<file path="config.mk">
export PLATFORM = sky130hd
export DESIGN_NAME = ssc_serial
export DESIGN_NICKNAME = d
export VERILOG_FILES = /design/src/core/ssc_fifo.v /design/src/core/ssc_serial.v
export VERILOG_INCLUDE_DIRS = /design/src /design/src/core
export SDC_FILE = /design/constraint.sdc
export NUM_CORES = 1
export LEC_CHECK = 0
export BUFFER_PORTS_ARGS = -buffer_cell sky130_fd_sc_hd__buf_2
export CAP_MARGIN = 20
export CORE_ASPECT_RATIO = 2
export CORE_MARGIN = 2
export CORE_UTILIZATION = 40
export CTS_CLUSTER_DIAMETER = 150
export DETAILED_ROUTE_END_ITERATION = 7
export GPL_TIMING_DRIVEN = 0
export PLACE_DENSITY = 0.57
export SKIP_CTS_REPAIR_TIMING = 1
export SYNTH_ARGS = -nofsm -noshare
export SYNTH_HDL_FRONTEND = slang
export SYNTH_SLANG_ARGS = --single-unit
</file>
<file path="constraint.sdc">
create_clock -name clock -period 3.6 [get_ports clock]
set_clock_uncertainty 0.15 [all_clocks]
set_input_delay 0.18 -clock clock [delete_from_list [all_inputs] [get_ports clock]]
set_output_delay 0.18 -clock clock [all_outputs]
set_load 0.02 [all_outputs]
</file>
<file path="src/core/ssc_defs.vh">
// constants shared by the synchronous serial channel design
`ifndef SSC_DEFS_VH
`define SSC_DEFS_VH

// register addresses on the cpu memory bus
`define SSC_ADDR_BUF0 16'hffe2
`define SSC_ADDR_MOD0 16'hffe3
`define SSC_ADDR_BUF1 16'hffe4
`define SSC_ADDR_MOD1 16'hffe5
`define SSC_ADDR_SRC 16'hffec

// mode register field positions
`define SSC_MOD_EN 0
`define SSC_MOD_MODE_LO 1
`define SSC_MOD_MODE_HI 2
`define SSC_MOD_EDGE 3
`define SSC_MOD_RATE 4
`define SSC_MOD_SRC 5
`define SSC_MOD_MON 7

// transfer mode encodings
`define SSC_MODE_TX 2'h0
`define SSC_MODE_RX 2'h1
`define SSC_MODE_TXRX 2'h2

// reset values
`define SSC_MOD_RESET 8'h80
`define SSC_BUF_RESET 8'h00
`define SSC_SRC_RESET 2'h0

// timing: fc is the reference the shift rates are quoted against
`define SSC_CLK_HZ 250000000
`define SSC_FC_HZ 10000000
`define SSC_DIV_FAST 8
`define SSC_DIV_SLOW 128
`define SSC_HALF_FAST ((`SSC_CLK_HZ / `SSC_FC_HZ) * `SSC_DIV_FAST / 2)
`define SSC_HALF_SLOW ((`SSC_CLK_HZ / `SSC_FC_HZ) * `SSC_DIV_SLOW / 2)

// receive fifo
`define SSC_FIFO_WIDTH 8
`define SSC_FIFO_DEPTH 8

`endif

</file>
<file path="src/core/ssc_fifo.v">
// small synchronous fifo with valid/ready on both sides
`timescale 1ns/10ps
module ssc_fifo #(
   parameter WIDTH = 8,
   parameter DEPTH = 8,
   parameter AW = 3
) (
   input wire clock,
   input wire rstn,
   input wire in_valid,
   output wire in_ready,
   input wire [WIDTH-1:0] in_data,
   output wire out_valid,
   input wire out_ready,
   output wire [WIDTH-1:0] out_data
);
   reg [WIDTH-1:0] mem [0:DEPTH-1];
   reg [AW-1:0] wr_ptr;
   reg [AW-1:0] rd_ptr;
   reg [AW:0] count;
   wire push;
   wire pop;

   assign in_ready = (count != DEPTH[AW:0]);
   assign out_valid = (count != {(AW+1){1'b0}});
   assign out_data = mem[rd_ptr];
   assign push = in_valid & in_ready;
   assign pop = out_valid & out_ready;

   always @(posedge clock) begin
      if (push) begin
         mem[wr_ptr] <= in_data;
      end
   end

   always @(posedge clock) begin
      if (!rstn) begin
         wr_ptr <= {AW{1'b0}};
         rd_ptr <= {AW{1'b0}};
         count <= {(AW+1){1'b0}};
      end else begin
         if (push) begin
            wr_ptr <= wr_ptr + 1'b1;
         end
         if (pop) begin
            rd_ptr <= rd_ptr + 1'b1;
         end
         if (push && !pop) begin
            count <= count + 1'b1;
         end else if (pop && !push) begin
            count <= count - 1'b1;
         end
      end
   end
endmodule // ssc_fifo

</file>
<file path="src/core/ssc_serial.v">
// two-channel synchronous serial block with cpu register port
`timescale 1ns/10ps
`include "ssc_defs.vh"

module ssc_serial (
   input wire clock,
   input wire rstn,
   input wire [15:0] cpu_addr,
   input wire [7:0] cpu_wdata,
   input wire cpu_wr,
   input wire cpu_rd,
   output reg [7:0] cpu_rdata,
   input wire shift_clock_pin_ch0_in,
   output wire shift_clock_pin_ch0_out,
   output wire shift_clock_pin_ch0_oe,
   output wire transmit_pin_ch0,
   input wire receive_pin_ch0,
   input wire shift_clock_pin_ch1_in,
   output wire shift_clock_pin_ch1_out,
   output wire shift_clock_pin_ch1_oe,
   output wire transmit_pin_ch1,
   input wire receive_pin_ch1,
   output wire serial_buffer_irq_ch0,
   output wire serial_buffer_irq_ch1
);
   wire [1:0] wr_buf;
   wire [1:0] wr_mod;
   wire [1:0] rd_buf;
   wire rd_src;
   wire [1:0] sclk_in;
   wire [1:0] rxd_in;
   wire [1:0] sclk_out;
   wire [1:0] sclk_oe;
   wire [1:0] txd_out;
   wire [1:0] irq_out;
   wire [1:0] flag_set;
   wire [15:0] buf_view;
   wire [15:0] mod_view;
   reg [1:0] interrupt_source_flags;

   // cpu address decode
   assign wr_buf[0] = cpu_wr & (cpu_addr == `SSC_ADDR_BUF0);
   assign wr_buf[1] = cpu_wr & (cpu_addr == `SSC_ADDR_BUF1);
   assign wr_mod[0] = cpu_wr & (cpu_addr == `SSC_ADDR_MOD0);
   assign wr_mod[1] = cpu_wr & (cpu_addr == `SSC_ADDR_MOD1);
   assign rd_buf[0] = cpu_rd & (cpu_addr == `SSC_ADDR_BUF0);
   assign rd_buf[1] = cpu_rd & (cpu_addr == `SSC_ADDR_BUF1);
   assign rd_src = cpu_rd & (cpu_addr == `SSC_ADDR_SRC);

   assign sclk_in = {shift_clock_pin_ch1_in, shift_clock_pin_ch0_in};
   assign rxd_in = {receive_pin_ch1, receive_pin_ch0};
   assign shift_clock_pin_ch0_out = sclk_out[0];
   assign shift_clock_pin_ch1_out = sclk_out[1];
   assign shift_clock_pin_ch0_oe = sclk_oe[0];
   assign shift_clock_pin_ch1_oe = sclk_oe[1];
   assign transmit_pin_ch0 = txd_out[0];
   assign transmit_pin_ch1 = txd_out[1];
   assign serial_buffer_irq_ch0 = irq_out[0];
   assign serial_buffer_irq_ch1 = irq_out[1];

   genvar ch;
   generate
      for (ch = 0; ch < 2; ch = ch + 1) begin : chan
         reg sclk_s1;
         reg sclk_s2;
         reg sclk_s3;
         reg rxd_s1;
         reg rxd_s2;
         reg en;
         reg [1:0] mode;
         reg edge_sel;
         reg rate_sel;
         reg ext_sel;
         reg monitor;
         reg [7:0] buffer;
         reg tx_ready;
         reg rx_full;
         reg irq;
         reg busy;
         reg [2:0] bitcnt;
         reg [7:0] sh_tx;
         reg [7:0] sh_rx;
         reg txd;
         reg sclk_gen;
         reg oe;
         reg int_fall;
         reg int_rise;
         reg [11:0] div_cnt;
         reg push_valid;
         reg [7:0] push_data;
         wire push_ready;
         wire pop_valid;
         wire [7:0] pop_data;
         wire pop_ready;
         wire fall;
         wire rise;
         wire tx_mode;
         wire rx_mode;
         wire drive_edge;
         wire sample_edge;
         wire count_edge;
         wire start_ok;
         wire gen_run;
         wire [31:0] half;
         wire [7:0] rx_next;

         // pin inputs cross into the core clock through two flops
         always @(posedge clock) begin
            if (!rstn) begin
               sclk_s1 <= 1'b1;
               sclk_s2 <= 1'b1;
               sclk_s3 <= 1'b1;
               rxd_s1 <= 1'b1;
               rxd_s2 <= 1'b1;
            end else begin
               sclk_s1 <= sclk_in[ch];
               sclk_s2 <= sclk_s1;
               sclk_s3 <= sclk_s2;
               rxd_s1 <= rxd_in[ch];
               rxd_s2 <= rxd_s1;
            end
         end

         assign tx_mode = (mode != `SSC_MODE_RX);
         assign rx_mode = (mode != `SSC_MODE_TX);
         // external edges come from the synced pin, internal from divider
         assign fall = ext_sel ? (sclk_s3 & ~sclk_s2) : int_fall;
         assign rise = ext_sel ? (~sclk_s3 & sclk_s2) : int_rise;
         // falling edge is the leading edge
         assign drive_edge = tx_mode & fall;
         assign sample_edge = (mode == `SSC_MODE_RX) ?
            (edge_sel ? fall : rise) : rise;
         assign count_edge = (mode == `SSC_MODE_TX) ? rise : sample_edge;
         assign rx_next = {rxd_s2, sh_rx[7:1]};
         // send waits for data, receive waits for room to store
         assign start_ok = (mode == `SSC_MODE_TX) ? tx_ready :
            (mode == `SSC_MODE_RX) ? push_ready :
            (tx_ready & push_ready);
         assign gen_run = busy | (en & start_ok & ~push_valid);
         assign half = rate_sel ? `SSC_HALF_SLOW : `SSC_HALF_FAST;
         assign pop_ready = rx_mode & ~rx_full;

         // internal shift clock: finishes its low half before stopping
         always @(posedge clock) begin
            if (!rstn) begin
               sclk_gen <= 1'b1;
               div_cnt <= 12'h000;
               int_fall <= 1'b0;
               int_rise <= 1'b0;
               oe <= 1'b0;
            end else begin
               oe <= ~ext_sel;
               int_fall <= 1'b0;
               int_rise <= 1'b0;
               if (!ext_sel && (gen_run || !sclk_gen)) begin
                  if (div_cnt == half[11:0] - 12'h001) begin
                     div_cnt <= 12'h000;
                     sclk_gen <= ~sclk_gen;
                     int_fall <= sclk_gen;
                     int_rise <= ~sclk_gen;
                  end else begin
                     div_cnt <= div_cnt + 12'h001;
                  end
               end else begin
                  div_cnt <= 12'h000;
                  sclk_gen <= 1'b1;
               end
            end
         end

         // channel control, shifters and shared buffer
         always @(posedge clock) begin
            if (!rstn) begin
               en <= 1'b0;
               mode <= `SSC_MODE_TX;
               edge_sel <= 1'b0;
               rate_sel <= 1'b0;
               ext_sel <= 1'b0;
               monitor <= 1'b1;
               buffer <= `SSC_BUF_RESET;
               tx_ready <= 1'b0;
               rx_full <= 1'b0;
               irq <= 1'b0;
               busy <= 1'b0;
               bitcnt <= 3'h0;
               sh_tx <= 8'hff;
               sh_rx <= 8'h00;
               txd <= 1'b1;
               push_valid <= 1'b0;
               push_data <= 8'h00;
            end else begin
               push_valid <= 1'b0;
               // cpu side: clears first so hardware sets below win
               if (wr_mod[ch]) begin
                  en <= cpu_wdata[`SSC_MOD_EN];
                  mode <= cpu_wdata[`SSC_MOD_MODE_HI:`SSC_MOD_MODE_LO];
                  edge_sel <= cpu_wdata[`SSC_MOD_EDGE];
                  rate_sel <= cpu_wdata[`SSC_MOD_RATE];
                  ext_sel <= cpu_wdata[`SSC_MOD_SRC];
                  if (cpu_wdata[`SSC_MOD_EN]) begin
                     monitor <= 1'b0;
                  end
                  if (cpu_wdata[`SSC_MOD_MODE_HI:`SSC_MOD_MODE_LO] != mode)
                  begin
                     // buffer contents are not kept across a mode change
                     buffer <= `SSC_BUF_RESET;
                     tx_ready <= 1'b0;
                     rx_full <= 1'b0;
                     irq <= 1'b0;
                  end
               end
               if (wr_buf[ch] && tx_mode) begin
                  buffer <= cpu_wdata;
                  tx_ready <= 1'b1;
                  irq <= 1'b0;
               end
               if (rd_buf[ch] && rx_mode) begin
                  rx_full <= 1'b0;
                  irq <= 1'b0;
               end
               // next received byte enters buffer once it is free
               if (pop_valid && pop_ready) begin
                  buffer <= pop_data;
                  rx_full <= 1'b1;
                  irq <= 1'b1;
               end
               // leading edge: start a byte or shift out the next bit
               if (drive_edge) begin
                  if (!busy && en) begin
                     // unloaded external byte goes out as a dummy
                     sh_tx <= buffer;
                     txd <= buffer[0];
                     tx_ready <= wr_buf[ch]; // same-cycle write wins
                     busy <= 1'b1;
                     bitcnt <= 3'h0;
                     if (mode == `SSC_MODE_TX) begin
                        irq <= 1'b1;
                     end
                  end else if (busy) begin
                     sh_tx <= {1'b1, sh_tx[7:1]};
                     txd <= sh_tx[1];
                  end
               end
               // receive shifting, lsb arrives first
               if (sample_edge && rx_mode && (busy || en)) begin
                  sh_rx <= rx_next;
                  if (mode == `SSC_MODE_RX && !busy) begin
                     busy <= 1'b1;
                     // first bit is already in, so seven more to go
                     bitcnt <= 3'h1;
                  end
               end
               // frame end: byte is always completed even when disabled
               if (count_edge && busy) begin
                  if (bitcnt == 3'h7) begin
                     busy <= 1'b0;
                     bitcnt <= 3'h0;
                     if (mode == `SSC_MODE_TX) begin
                        txd <= 1'b1;
                     end
                     if (rx_mode) begin
                        // a full store drops the byte
                        push_valid <= push_ready;
                        push_data <= rx_next;
                     end
                     if (!en) begin
                        monitor <= 1'b1;
                     end
                  end else begin
                     bitcnt <= bitcnt + 3'h1;
                  end
               end
            end
         end

         // received byte queue between the shifter and the buffer register
         ssc_fifo #(
            .WIDTH(`SSC_FIFO_WIDTH),
            .DEPTH(`SSC_FIFO_DEPTH),
            .AW(3)
         ) rx_queue (
            .clock(clock),
            .rstn(rstn),
            .in_valid(push_valid),
            .in_ready(push_ready),
            .in_data(push_data),
            .out_valid(pop_valid),
            .out_ready(pop_ready),
            .out_data(pop_data)
         );

         // source flag pulses when this channel raises its request
         reg irq_d;
         always @(posedge clock) begin
            if (!rstn) begin
               irq_d <= 1'b0;
            end else begin
               irq_d <= irq;
            end
         end
         assign flag_set[ch] = irq & ~irq_d;

         assign sclk_out[ch] = sclk_gen;
         assign sclk_oe[ch] = oe;
         assign txd_out[ch] = txd;
         assign irq_out[ch] = irq_d;
         assign buf_view[ch*8 +: 8] = buffer;
         assign mod_view[ch*8 +: 8] = {monitor, 1'b0, ext_sel, rate_sel,
            edge_sel, mode, en};
      end
   endgenerate

   // source register: a new event wins over a clearing read
   always @(posedge clock) begin
      if (!rstn) begin
         interrupt_source_flags <= `SSC_SRC_RESET;
      end else begin
         interrupt_source_flags <= (rd_src ? 2'h0 : interrupt_source_flags)
            | flag_set;
      end
   end

   // registered read data; unmapped addresses read zero
   always @(posedge clock) begin
      if (!rstn) begin
         cpu_rdata <= 8'h00;
      end else if (cpu_rd) begin
         if (cpu_addr == `SSC_ADDR_BUF0) begin
            cpu_rdata <= buf_view[7:0];
         end else if (cpu_addr == `SSC_ADDR_MOD0) begin
            cpu_rdata <= mod_view[7:0];
         end else if (cpu_addr == `SSC_ADDR_BUF1) begin
            cpu_rdata <= buf_view[15:8];
         end else if (cpu_addr == `SSC_ADDR_MOD1) begin
            cpu_rdata <= mod_view[15:8];
         end else if (cpu_addr == `SSC_ADDR_SRC) begin
            cpu_rdata <= {6'h00, interrupt_source_flags};
         end else begin
            cpu_rdata <= 8'h00;
         end
      end
   end
endmodule // ssc_serial

</file>
== Yosys cells after proc, flatten, opt, wreduce, memory -nomap -nowiden ==
Memories as Yosys holds them, arrays and structs flattened. A register that Yosys moved wholly into a read port is not among the register bits.
Cells that the tools add are included.
Word-level totals
  flip-flop bits (word level): 170
  bits in writable memories: 128
  input port bits: 32
  output and inout port bits: 16
  word-level logic and storage cells: 340
  memories: 2
Memory list
  chan[0].rx_queue.mem: depth 8, bits a word 8, rd ports 1, clocked after Yosys merged registers in 1, wr ports 1, line ssc_fifo.v:17  | reg [WIDTH-1:0] mem [0:DEPTH-1];
  chan[1].rx_queue.mem: depth 8, bits a word 8, rd ports 1, clocked after Yosys merged registers in 1, wr ports 1, line ssc_fifo.v:17
Cells by class
  add/subtract/negate cells: 14
  equal/unequal tests: 17
  multiplexer cells: 126
  bitwise gates (word level): 47
  reductions and logical operators: 70
Operators with widths (count)
  8-bit 2-to-1 mux: 16
  1-bit 2-to-1 mux: 86
  16-bit == test, second input constant: 5
  3-bit 2-to-1 mux: 16
  1-bit bitwise AND: 27
  12-bit by 1-bit adder with 12-bit output, second input constant: 2
  12-bit == test: 2
  3-bit nonzero test: 8
  11-bit by 1-bit subtractor with 12-bit output, second input constant: 2
  1-bit logical AND: 22
  11-bit 2-to-1 mux: 2
  3-bit by 1-bit adder with 3-bit output, second input constant: 6
  1-bit NOT: 17
  4-bit 2-to-1 mux: 4
  2-bit AND reduction: 8
  3-bit AND reduction: 4
  2-bit nonzero test: 6
  1-bit logical NOT: 10
  4-bit by 1-bit adder with 4-bit output, second input constant: 2
  4-bit != test, second input constant: 2
  4-bit AND reduction: 2
  4-bit nonzero test: 2
  4-bit by 1-bit subtractor with 4-bit output, second input constant: 2
  3-bit == test, second input constant: 2
  other kinds (9): 19

== Longest topological paths before layout ==
Gate-level depths: netlist of the first run.
  depth in word-level cells: 11
  gate-level depth with buffers: 12
  gate-level depth less buffers: 11

== Modules after synthesis ==
Synthesis of the first run repeated with hierarchy kept, for this count alone.
Second synthesis, totals
  cells, all modules: 1076
  area, all modules: 12957.4 um2
Modules (own cells, without submodules)
  ssc_serial: times used 1, cells an instance 744, area each 6638.9 um2, sequential area each 2922.8 um2
  ssc_fifo: times used 2, cells an instance 166, area each 3159.3 um2, sequential area each 2182.1 um2

== Worst setup path after synthesis of the first run ==
No wires, ideal clock.
  path kind: register to register
  from: register chan[0].rx_queue.count[0]
  to: register chan[0].rx_queue.count[3]
  library setup time: 0.070 ns
  arrival: 2.648 ns
  required time: 3.380 ns
  setup slack: 0.732 ns
  cell stages (with the launch flop): 12
  buffers on the path: 0
  clock period less this slack: 2.868 ns
  cell sequence: dfxtp_1 -> or4b_2 -> nand2_1 -> inv_1 -> ha_1 -> inv_1 -> ha_1 -> a21o_1 -> a21oi_1 -> xnor2_1 -> or3_1 -> a21oi_1
Between the ends
  word-level cells in the longest chain between the ends: 5
  elaborated cells on any way between the ends: 13
  classes of those cells: 2 x add/sub; 1 x eq/ne; 2 x mux; 2 x bitwise; 6 x reduce/logical
Ends and longest elaborated chain
  start, declared: line ssc_fifo.v:20  | reg [AW:0] count;
  start signal, assigned: line ssc_fifo.v:40  | count <= {(AW+1){1'b0}};
  start signal, assigned: line ssc_fifo.v:49  | count <= count + 1'b1;
  start signal, assigned: line ssc_fifo.v:51  | count <= count - 1'b1;
  4-bit != test *: line ssc_fifo.v:24  | assign in_ready = (count != DEPTH[AW:0]);
  1-bit bitwise AND *: line ssc_fifo.v:27  | assign push = in_valid & in_ready;
  net chan[0].rx_queue.push: line ssc_fifo.v:21  | wire push;
  1-bit logical NOT: line ssc_fifo.v:50  | end else if (pop && !push) begin
  1-bit logical AND: line ssc_fifo.v:50
  2-bit nonzero test (no source line)
Mark *: on every way through the listed nets, which the timed path passes. The rest lies on a longest branch. The select of a mux whose other input is x is not followed.
A chain may end at the register's enable or synchronous reset.

== Worst setup path after layout of the first run ==
  from: register chan[1].rx_queue.count[0]
  to: register chan[1].rx_queue.count[3]
Between the ends
  word-level cells in the longest chain between the ends: 5
  elaborated cells on any way between the ends: 13
  classes of those cells: 2 x add/sub; 1 x eq/ne; 2 x mux; 2 x bitwise; 6 x reduce/logical
Ends and longest elaborated chain (line)
  start, declared: ssc_fifo.v:20
  start signal, assigned: ssc_fifo.v:40
  start signal, assigned: ssc_fifo.v:49
  start signal, assigned: ssc_fifo.v:51
  4-bit != test *: ssc_fifo.v:24
  1-bit bitwise AND *: ssc_fifo.v:27
  net chan[1].rx_queue.push: ssc_fifo.v:21
  1-bit logical NOT: ssc_fifo.v:50
  1-bit logical AND: ssc_fifo.v:50
  2-bit nonzero test (no source line)
Marks and branches as above.

==> results of run 1 <==
metrics by stage:
stage | std cells | utilization, % | hold slack, ns
after floorplan | 1038 | - | 0.131
after global placement | 1450 | 42.9 | 0.209
after detailed placement | 1462 | 43.3 | 0.217
after CTS | 1511 | 46.3 | -0.354
after global routing | 1525 | 46.8 | 0.0211
final | 1525 | 46.8 | 0.0165
placed cells by master (no fill, tap or decap), types with 5 or more instances in the layout:
| master | instances |
|---|---|
| dlygate4sd3_1 | 14 |
| clkbuf_1 | 44 |
| nor2b_1 | 13 |
| nand2_1 | 92 |
| a31oi_1 | 10 |
| nand3_1 | 25 |
| xor2_1 | 17 |
| and3_1 | 11 |
| o21ai_0 | 19 |
| edfxtp_1 | 128 |
| clkbuf_16 | 27 |
| buf_1 | 5 |
| inv_1 | 24 |
| nor3_1 | 21 |
| a21oi_1 | 27 |
| a22oi_1 | 6 |
| a32oi_1 | 5 |
| ha_1 | 16 |
| dfxtp_1 | 172 |
| o22ai_1 | 5 |
| o21ai_1 | 7 |
| buf_2 | 57 |
| nand4_1 | 9 |
| clkinv_2 | 6 |
| nor2_1 | 108 |
| or3_1 | 7 |
| nor4_1 | 12 |
| o211ai_1 | 24 |
| mux4_2 | 32 |
| nand2b_1 | 19 |
| buf_4 | 7 |
| nand4b_1 | 7 |
| xnor2_1 | 23 |
| a221o_1 | 8 |
| mux2i_1 | 64 |
cells by family (layout without fill, tap and decap cells):
family                   Yosys count  in the layout  synth area share [%]
multiplexers                      96             96                  11.0
AO/OA/AOI/OAI                    139            139                  7.76
buffers and inverters             80            199                  2.52
adder cells (fa/ha/maj)           18             18                  1.95
flip-flops                       300            300                  59.1
AND/OR/NAND/NOR                  365            365                  14.8
XOR/XNOR                          40             40                  2.84
metal layers:
layer	up-vias	global-route usage (%)	part of all wire, %
li1	4011	-	-
met1	3962	19.2	36
met2	193	36.3	55
met3	73	2.20	3.3
met4	0	9.86	5.4
met5	-	0	0
power groups by stage:
stage,logic (mW),registers (mW),clock network [mW]
floorplan,0.0551,3.61,0
global placement,0.125,3.60,0
detailed placement,0.126,3.60,0
CTS,0.126,3.53,3.03
global route,0.147,3.53,3.16
finish,0.138,3.53,2.95
worst min path at each step:
stage          slack, ns                 to  cells after the start                    from
6_report            0.02  chan[0].buffer[2]                      3            cpu_wdata[2]
4_1_cts            -0.35    chan[0].sclk_s1                      2  shift_clock_pin_ch0_in
2_1_floorplan       0.13     chan[0].rxd_s1                      1         receive_pin_ch0
3_5_place_dp        0.22    chan[0].sclk_s1                      2  shift_clock_pin_ch0_in
5_1_grt             0.02  chan[0].buffer[2]                      3            cpu_wdata[2]
3_3_place_gp        0.21    chan[0].sclk_s1                      2  shift_clock_pin_ch0_in
state kept, by name, indices dropped and copies added, names as in the netlist, 8 cells and up, named ones only:
signal / flops
chan.buffer: 16
chan.div_cnt: 24
chan.push_data: 16
chan.rx_queue.count: 8
chan.rx_queue.mem: 128
chan.sh_rx: 14
chan.sh_tx: 14
cpu_rdata: 8
worst min-delay path, cell delays in order:
cell and delay [ns]:
clkbuf_1 0.28, inv_1 0.12, o21ai_1 0.07
final cells by class:
cell class                      count  share of cell area, %
Clock inverter                     19                   1.45
Sequential cell                   300                   51.4
Clock buffer                       30                   4.92
Multi-Input combinational cell    658                   33.7
Timing Repair Buffer               70                   3.09
Tap cell                          368                   3.25
Buffer                             55                   1.53
Inverter                           25                  0.662
==> results.py, run 1 <==
metrics = {
    "status": {
        "outcome": "complete, no violations",
    },
    "route": {
        "num_vias": 8239,
        "antenna_left": 0,
        "drcViolationCount": 0,
        "wirelength_um": 29800,
        "wire_per_inst_um": 19.5,
        "viasPerCell": 5.40,
        "drt_iter0_drc": 589,
        "drtPass1Iterations": 5,
    },
    "placement": {
        "dp_slack_ns": -0.0352,
        "portBuffers": 44,
        "hpwl_um": 22500,
        "placed_area_um2": 13100,
        "place.gp.congestion": 0.871,
    },
    "finish": {
        "fill_cells": 2734,
        "antennaDiodeCount": 0,
        "syn_to_final_growth_pct": 14.9,
        "seqCellArea_um2": 7290,
        "layout-drive-gt1-share_pct": 13.9,
        "fin_area_um2": 14200,
        "multi_input_area_um2": 4770,
        "nets": 1187,
    },
    "floorplanning": {
        "design.portCount": 48,
        "dieArea_um2": 32300,
        "die_h_um": 252,
        "core_um2": 30300,
        "die_w_um": 128,
        "start_util_pct": 40.7,
        "num_rows": 90,
    },
    "timing": {
        "period_minus_slack_ns": 3.26,
        "fin_crit_sh_pct": 90.5,
        "setup_viol": 0,
        "tightest_slew_ns": 0.963,
        "setup_slack_ns": 0.341,
        "rsz0062_at_grt": "no",
        "slew_headroom_pct": 35.8,
        "fmax_ghz": 0.307,
        "finalSetupTns_ns": 0,
        "finalHoldViolations": 0,
        "drv_slew": 0,
    },
    "clock_network": {
        "clock_sinks": 300,
        "cts_root_buf": "clkbuf_16",
        "cts_tree": "built",
        "path_clk_slew_ns": 0.07,
        "h-tree-depth": 1,
        "clock_path_buffers": 3,
        "clock_latency_ns": 0.54,
        "cts-buffers-inserted": 27,
    },
    "run": {
        "maxCapViolations": 0,
    },
    "critical_path": {
        "crit_type": "register to register",
        "path_depth": 11,
        "crit_end": "chan[1].rx_queue.count[3]",
        "cp.required_ns": 3.91,
        "cp_max_fo": 6,
        "cpLargestDelayFamily": "simple AND/OR/NAND/NOR gates",
        "r2r_cells": 11,
        "rrSetupSlack_ns": 0.34,
        "crit_path_cell_trace": "or4b_2, nand2_1, inv_1, ha_1, inv_1, ha_1, a21o_1, a21oi_1, xnor2_1, or3_1, a21oi_1",
        "worstSetupEndpointType": "register",
        "crit_arrival_ns": 3.57,
        "reg2reg_from": "chan[1].rx_queue.count[0]",
        "critPathSlowestCell": "or4b_2",
        "max_stage_delay_ns": 0.72,
        "worstSetupStartpointType": "register",
        "crit_buf_inv": 2,
        "r2r_end": "chan[1].rx_queue.count[3]",
        "startpoint": "chan[1].rx_queue.count[0]",
    },
    "hold_path": {
        "min_path_type": "input pin to register",
    },
    "power_and_ir_drop": {
        "power.share.combinational_pct": 2.1,
        "vdd_drop_max_v": 0.000275,
        "p_int_mw": 5.25,
        "pwr-share-seq_pct": 53.3,
        "p_leak_nw": 5.01,
        "clockPowerShare_pct": 44.6,
        "total_power_mw": 6.62,
        "net-switching-power_mw": 1.37,
        "switching_share_pct": 20.6,
        "power.density_nw_per_um2": 467,
    },
    "synth": {
        "yosysMostFrequentCell": "dfxtp_1",
        "synth_area_leaders": "edfxtp_1 31%, dfxtp_1 28%, mux4_2 5.8%, mux2i_1 5.2%, nor2_1 3.3%",
        "synth_area_um2": 12300,
        "synth_top_area_share_pct": 31.2,
        "synthFlopType": "dfxtp_1",
        "synthArstFlopShare_pct": 0,
        "synth_area_per_cell_um2": 11.9,
        "yosysSeqAreaShare_pct": 59.1,
        "yosys-top-cells-count": "172 x dfxtp_1, 128 x edfxtp_1, 108 x nor2_1",
        "yosysTopAreaCell": "edfxtp_1",
        "syn_nets": 1088,
        "ys_ff_latch": 300,
        "synth_cells": 1038,
        "synth_warnings": 0,
        "synth_edf_count": 128,
        "synth.distinct_cells": 66,
    },
    "global_routing": {
        "grt_overflow": 0,
        "antenna_found_initial": 0,
        "grt_pass1_vias": 8390,
        "grt_max_degree": 17,
        "grt_pass1_wl_um": 46400,
        "grt_usage_pct": 18.8,
    },
}
(Power assumes the default switching activity.)
==> run 2: changes to the inputs <==
--- a/config.mk
+++ b/config.mk
@@ -14,7 +14,9 @@
 export CTS_CLUSTER_DIAMETER = 150
 export DETAILED_ROUTE_END_ITERATION = 7
 export GPL_TIMING_DRIVEN = 0
+export MAX_ROUTING_LAYER = met4
 export PLACE_DENSITY = 0.57
+export SETUP_SLACK_MARGIN = 0.4
 export SKIP_CTS_REPAIR_TIMING = 1
 export SYNTH_ARGS = -nofsm -noshare
 export SYNTH_HDL_FRONTEND = slang
==> run 2 against run 1 <==
Final cell count unchanged. Fmax is 7.4% higher. Sequential cell count did not move. Largest cell class unchanged. Combinational power is essentially flat.
==> results.py, run 2 (synthesis gave the netlist of run 1 again) <==
metrics = {
    "critical_path": {
        "cp.required_ns": 3.91,
        "cp_max_fo": 6,
        "worstSetupStartpointType": "register",
        "crit_type": "register to register",
        "worstSetupEndpointType": "register",
        "crit_arrival_ns": 3.35,
    },
    "floorplanning": {
        "start_util_pct": 40.7,
        "core_um2": 30300,
        "dieArea_um2": 32300,
        "num_rows": 90,
        "design.portCount": 48,
        "die_h_um": 252,
        "die_w_um": 128,
    },
    "clock_network": {
        "cts_tree": "built",
        "cts_root_buf": "clkbuf_16",
        "cts-buffers-inserted": 27,
        "path_clk_slew_ns": 0.07,
        "clock_sinks": 300,
        "clock_latency_ns": 0.54,
        "clock_path_buffers": 3,
        "h-tree-depth": 1,
    },
    "power_and_ir_drop": {
        "power.density_nw_per_um2": 466,
        "p_leak_nw": 5.03,
        "total_power_mw": 6.62,
        "vdd_drop_max_v": 0.000276,
    },
    "finish": {
        "layout-drive-gt1-share_pct": 14.4,
        "utilization_pct": 46.9,
        "fill_cells": 2733,
        "top_register": "chan.rx_queue.mem",
        "multi_input_area_um2": 4800,
        "final_common_cell": "dfxtp_1",
        "nets": 1187,
        "largest_reg_flops": 128,
        "fin_area_um2": 14200,
        "antennaDiodeCount": 0,
        "layout_common_cells": "172 x dfxtp_1, 128 x edfxtp_1, 108 x nor2_1",
        "seqCellArea_um2": 7290,
        "final_cells": 1525,
        "largestRegisters": "chan.rx_queue.mem x128, chan.div_cnt x24",
        "syn_to_final_growth_pct": 15.2,
    },
    "global_routing": {
        "grt_pass1_wl_um": 46400,
        "grt_pass1_vias": 8400,
        "antenna_found_initial": 0,
        "grt_max_degree": 17,
        "grt_overflow": 0,
        "grt_usage_pct": 19.3,
    },
    "route": {
        "viasPerCell": 5.37,
        "antenna_left": 0,
        "wire_per_inst_um": 19.5,
        "num_vias": 8183,
        "drcViolationCount": 0,
        "drt_iter0_drc": 581,
        "drtPass1Iterations": 5,
        "wirelength_um": 29800,
    },
    "status": {
        "outcome": "complete, no violations",
    },
    "timing": {
        "finalSetupTns_ns": 0,
        "fin_crit_sh_pct": 84.3,
        "setup_viol": 0,
        "drv_slew": 0,
        "period_minus_slack_ns": 3.03,
        "fmax_ghz": 0.330,
        "worst_hold_slack_ns": 0.00947,
        "slew_headroom_pct": 35.7,
        "setup_slack_ns": 0.566,
        "tightest_slew_ns": 0.964,
        "finalHoldViolations": 0,
        "rsz0062_at_grt": "yes",
    },
    "placement": {
        "dpl.cell_count": 1462,
        "placed_area_um2": 13100,
        "hpwl_um": 22500,
        "place.gp.congestion": 0.885,
        "dp_slack_ns": -0.0352,
        "portBuffers": 44,
    },
    "run": {
        "maxCapViolations": 0,
    },
    "hold_path": {
        "min_path_type": "input pin to register",
    },
}
[run 2: cell types whose count changed in the layout (fill, tap and decap cells not counted)]
cell,delta
clkbuf_1,-3
or4b_2,-2
clkbuf_2,+3
nor3_4,+1
nor4_1,-1
nor4_2,+1
nor3_2,-1
or4b_4,+2
nand2_1,-2
nand2_4,+2
[run 2: cell type report]
type / instances / share of cell area, %
buffer: 55 / 1.55
tap: 368 / 3.24
sequential: 300 / 51.3
inverter: 25 / 0.661
clock buffer: 30 / 4.91
clock inverter: 19 / 1.44
multi-input combinational: 658 / 33.8
timing repair buffer: 70 / 3.08
[run 2: per-layer routing]
| metal | share of wire (%) | GRT usage, % | wire (um) |
|---|---|---|---|
| met1 | 36 | 19.2 | 10700 |
| met3 | 3.1 | 2.20 | 909 |
| met5 | 0 | - | 0 |
| met4 | 5.4 | 9.86 | 1620 |
| met2 | 55 | 36.3 | 16500 |
[run 2: where the power goes]
group          total [mW]  leakage [nW]  switching [mW]  internal, mW
Sequential           3.53          2.58         0.00357          3.52
Clock                2.96         0.432            1.28          1.68
Combinational       0.138          2.02          0.0932        0.0444
[run 2: critical path, cell delays in order (launching register included)]
cell	delay, ns
dfxtp_1	0.38
nor4_2	0.53
nor3_4	0.14
inv_1	0.24
ha_1	0.23
inv_1	0.10
ha_1	0.30
a21o_1	0.17
a21oi_1	0.19
xnor2_1	0.09
or3_1	0.30
a21oi_1	0.13
[run 2: path summary, 6_finish.rpt]
| kind | from | endpoint | slack (ns) | depth (start not counted) |
|---|---|---|---|---|
| hold reg to reg | chan[0].sclk_s1 | chan[0].sclk_s2 | 0.26 | 1 |
| setup / recovery | chan[1].rx_queue.count[0] | chan[1].rx_queue.count[3] | 0.57 | 11 |
| setup reg to reg | chan[1].rx_queue.count[0] | chan[1].rx_queue.count[3] | 0.57 | 11 |
| hold / removal | cpu_wdata[2] | chan[0].buffer[2] | 0.009 | 3 |
==> run 3: changes to the inputs <==
==> constraint.sdc (replaced) <==
create_clock -name clock -period 2.9 [get_ports clock]
set_clock_uncertainty 0.15 [all_clocks]
set_input_delay 0.145 -clock clock [delete_from_list [all_inputs] [get_ports clock]]
set_output_delay 0.145 -clock clock [all_outputs]
set_load 0.02 [all_outputs]
==> run 3 against run 2 <==
The flow now finishes with violations (hold timing). First-iteration DRC count is 15% lower. Global-route usage shrank 0.075 points. Sequential share of layout area decreased by 0.79 points. Fmax grew 14%. Sequential cell count is the same. Total power increased by 22%. Die area unchanged. Core utilization up 0.83 points. Largest cell class unchanged. Highest routed layer unchanged.
==> results.py, run 3 (synthesis gave the netlist of run 1 again) <==
metrics = {
    "global_routing": {
        "met3_usage_pct": 2.37,
        "grt_pass1_vias": 8432,
        "met1_usage_pct": 18.3,
        "grt.busiest_layer": "met2",
        "grt_overflow": 0,
        "grt_usage_pct": 19.2,
        "met2_usage_pct": 37.0,
        "grt_max_degree": 17,
        "grt_pass1_wl_um": 46400,
        "antenna_found_initial": 0,
    },
    "critical_path": {
        "startpoint": "chan[1].rx_queue.count[0]",
        "crit_type": "register to register",
        "worstSetupEndpointType": "register",
        "worstSetupStartpointType": "register",
        "reg2reg_from": "chan[1].rx_queue.count[0]",
        "cp_max_fo": 5,
        "cp.required_ns": 3.21,
        "crit_arrival_ns": 2.96,
    },
    "route": {
        "num_vias": 8378,
        "drtPass1Iterations": 4,
        "wire_per_inst_um": 19.8,
        "drt_iter0_drc": 492,
        "viasPerCell": 5.43,
        "antenna_left": 0,
        "drcViolationCount": 0,
        "wirelength_um": 30500,
    },
    "placement": {
        "place.gp.congestion": 0.896,
        "dpl.cell_count": 1464,
        "hpwl_um": 22700,
        "portBuffers": 44,
    },
    "power_and_ir_drop": {
        "vdd_drop_max_v": 0.000493,
        "p_leak_nw": 5.13,
        "power.density_nw_per_um2": 557,
    },
    "floorplanning": {
        "die_h_um": 252,
        "die_w_um": 128,
        "num_rows": 90,
        "start_util_pct": 40.7,
        "core_um2": 30300,
        "design.portCount": 48,
        "dieArea_um2": 32300,
    },
    "finish": {
        "layout-drive-gt1-share_pct": 17.5,
        "largest_reg_flops": 128,
        "layout_common_cells": "164 x dfxtp_1, 128 x edfxtp_1, 107 x nor2_1",
        "syn_to_final_growth_pct": 17.3,
        "antennaDiodeCount": 0,
        "final_cells": 1543,
        "top_register": "chan.rx_queue.mem",
        "final_common_cell": "dfxtp_1",
        "nets": 1205,
        "utilization_pct": 47.7,
        "fill_cells": 2717,
        "largestRegisters": "chan.rx_queue.mem x128, chan.div_cnt x24",
    },
    "clock_network": {
        "cts_tree": "built",
        "clock_path_buffers": 3,
        "cts_root_buf": "clkbuf_16",
        "h-tree-depth": 1,
        "clock_latency_ns": 0.54,
        "cts-buffers-inserted": 26,
        "path_clk_slew_ns": 0.07,
        "clock_sinks": 300,
    },
    "timing": {
        "worst_hold_slack_ns": -0.0176,
        "fin_crit_sh_pct": 91.7,
        "finalHoldViolations": 1,
        "period_minus_slack_ns": 2.66,
        "tightest_slew_ns": 1.05,
        "rsz0062_at_grt": "yes",
        "setup_viol": 0,
        "slew_headroom_pct": 29.2,
        "drv_slew": 0,
        "fmax_ghz": 0.376,
    },
    "run": {
        "maxCapViolations": 0,
    },
    "hold_path": {
        "hp-start": "cpu_addr[3]",
        "min_path_type": "input pin to register",
    },
    "status": {
        "violations": "hold timing",
        "outcome": "finished with violations",
    },
}
==> run 3: cell count changes in the layout (fill, tap and decap cells not counted), sizes merged <==
cell and change:
clkinv -3, dlygate4sd3 +2, clkbuf +8, buf +17, clkinvlp -3, bufinv -2, inv -1
==> run 3: metal layers <==
| layer | up-vias | wire length [um] |
|---|---|---|
| li1 | 4039 | - |
| met5 | - | 0 |
| met3 | 76 | 906 |
| met4 | 0 | 1650 |
| met1 | 4091 | 10900 |
| met2 | 172 | 17000 |
==> run 3: cell type report <==
| type | count | area [um2] | area share [%] |
|---|---|---|---|
| Inverter | 25 | 116 | 0.805 |
| Clock buffer | 38 | 747 | 5.17 |
| Buffer | 55 | 238 | 1.64 |
| Clock inverter | 10 | 103 | 0.710 |
| Multi-Input combinational cell | 658 | 4910 | 33.9 |
| Timing Repair Buffer | 89 | 583 | 4.03 |
| Tap cell | 368 | 460 | 3.19 |
| Sequential cell | 300 | 7300 | 50.5 |
==> run 3: where the power goes <==
| group | internal (mW) | total [mW] | switching [mW] |
|---|---|---|---|
| logic | 0.0568 | 0.177 | 0.120 |
| registers | 4.37 | 4.38 | 0.00488 |
| clock network | 1.97 | 3.50 | 1.54 |
==> run 3: per-stage QoR <==
stage / power [mW] / instance area [um2] / setup TNS (ns) / setup WS, ns / hold slack, ns
floorplan: 4.55 / 12400 / 0 / 0.399 / 0.0965
global placement: 4.63 / 13100 / -0.164 / -0.0738 / 0.174
detailed placement: 4.63 / 13200 / -0.0957 / -0.0957 / 0.184
CTS: 8.14 / 14000 / -0.152 / -0.152 / -0.387
global route: 8.31 / 14500 / 0 / 0.163 / 0.00297
finish: 8.06 / 14500 / 0 / 0.242 / -0.0176
==> run 3: final timing paths <==
kind                                                   to  slack [ns]  cells after the start
worst max-delay path            chan[1].rx_queue.count[3]        0.24                     11
worst min-delay path                           chan[1].en       -0.02                      4
worst max register to register  chan[1].rx_queue.count[3]        0.24                     11
worst min register to register             chan[0].rxd_s2        0.26                      1
==> run 3: critical path, stage by stage, from the launching register on <==
cell and delay, ns:
dfxtp_4 0.37, or4b_4 0.57, nand2_8 0.12, clkinv_8 0.05, ha_4 0.16, inv_4 0.06, ha_4 0.19, a21o_1 0.16
a21oi_2 0.13, xnor2_1 0.09, or3_1 0.38, a21oi_2 0.13
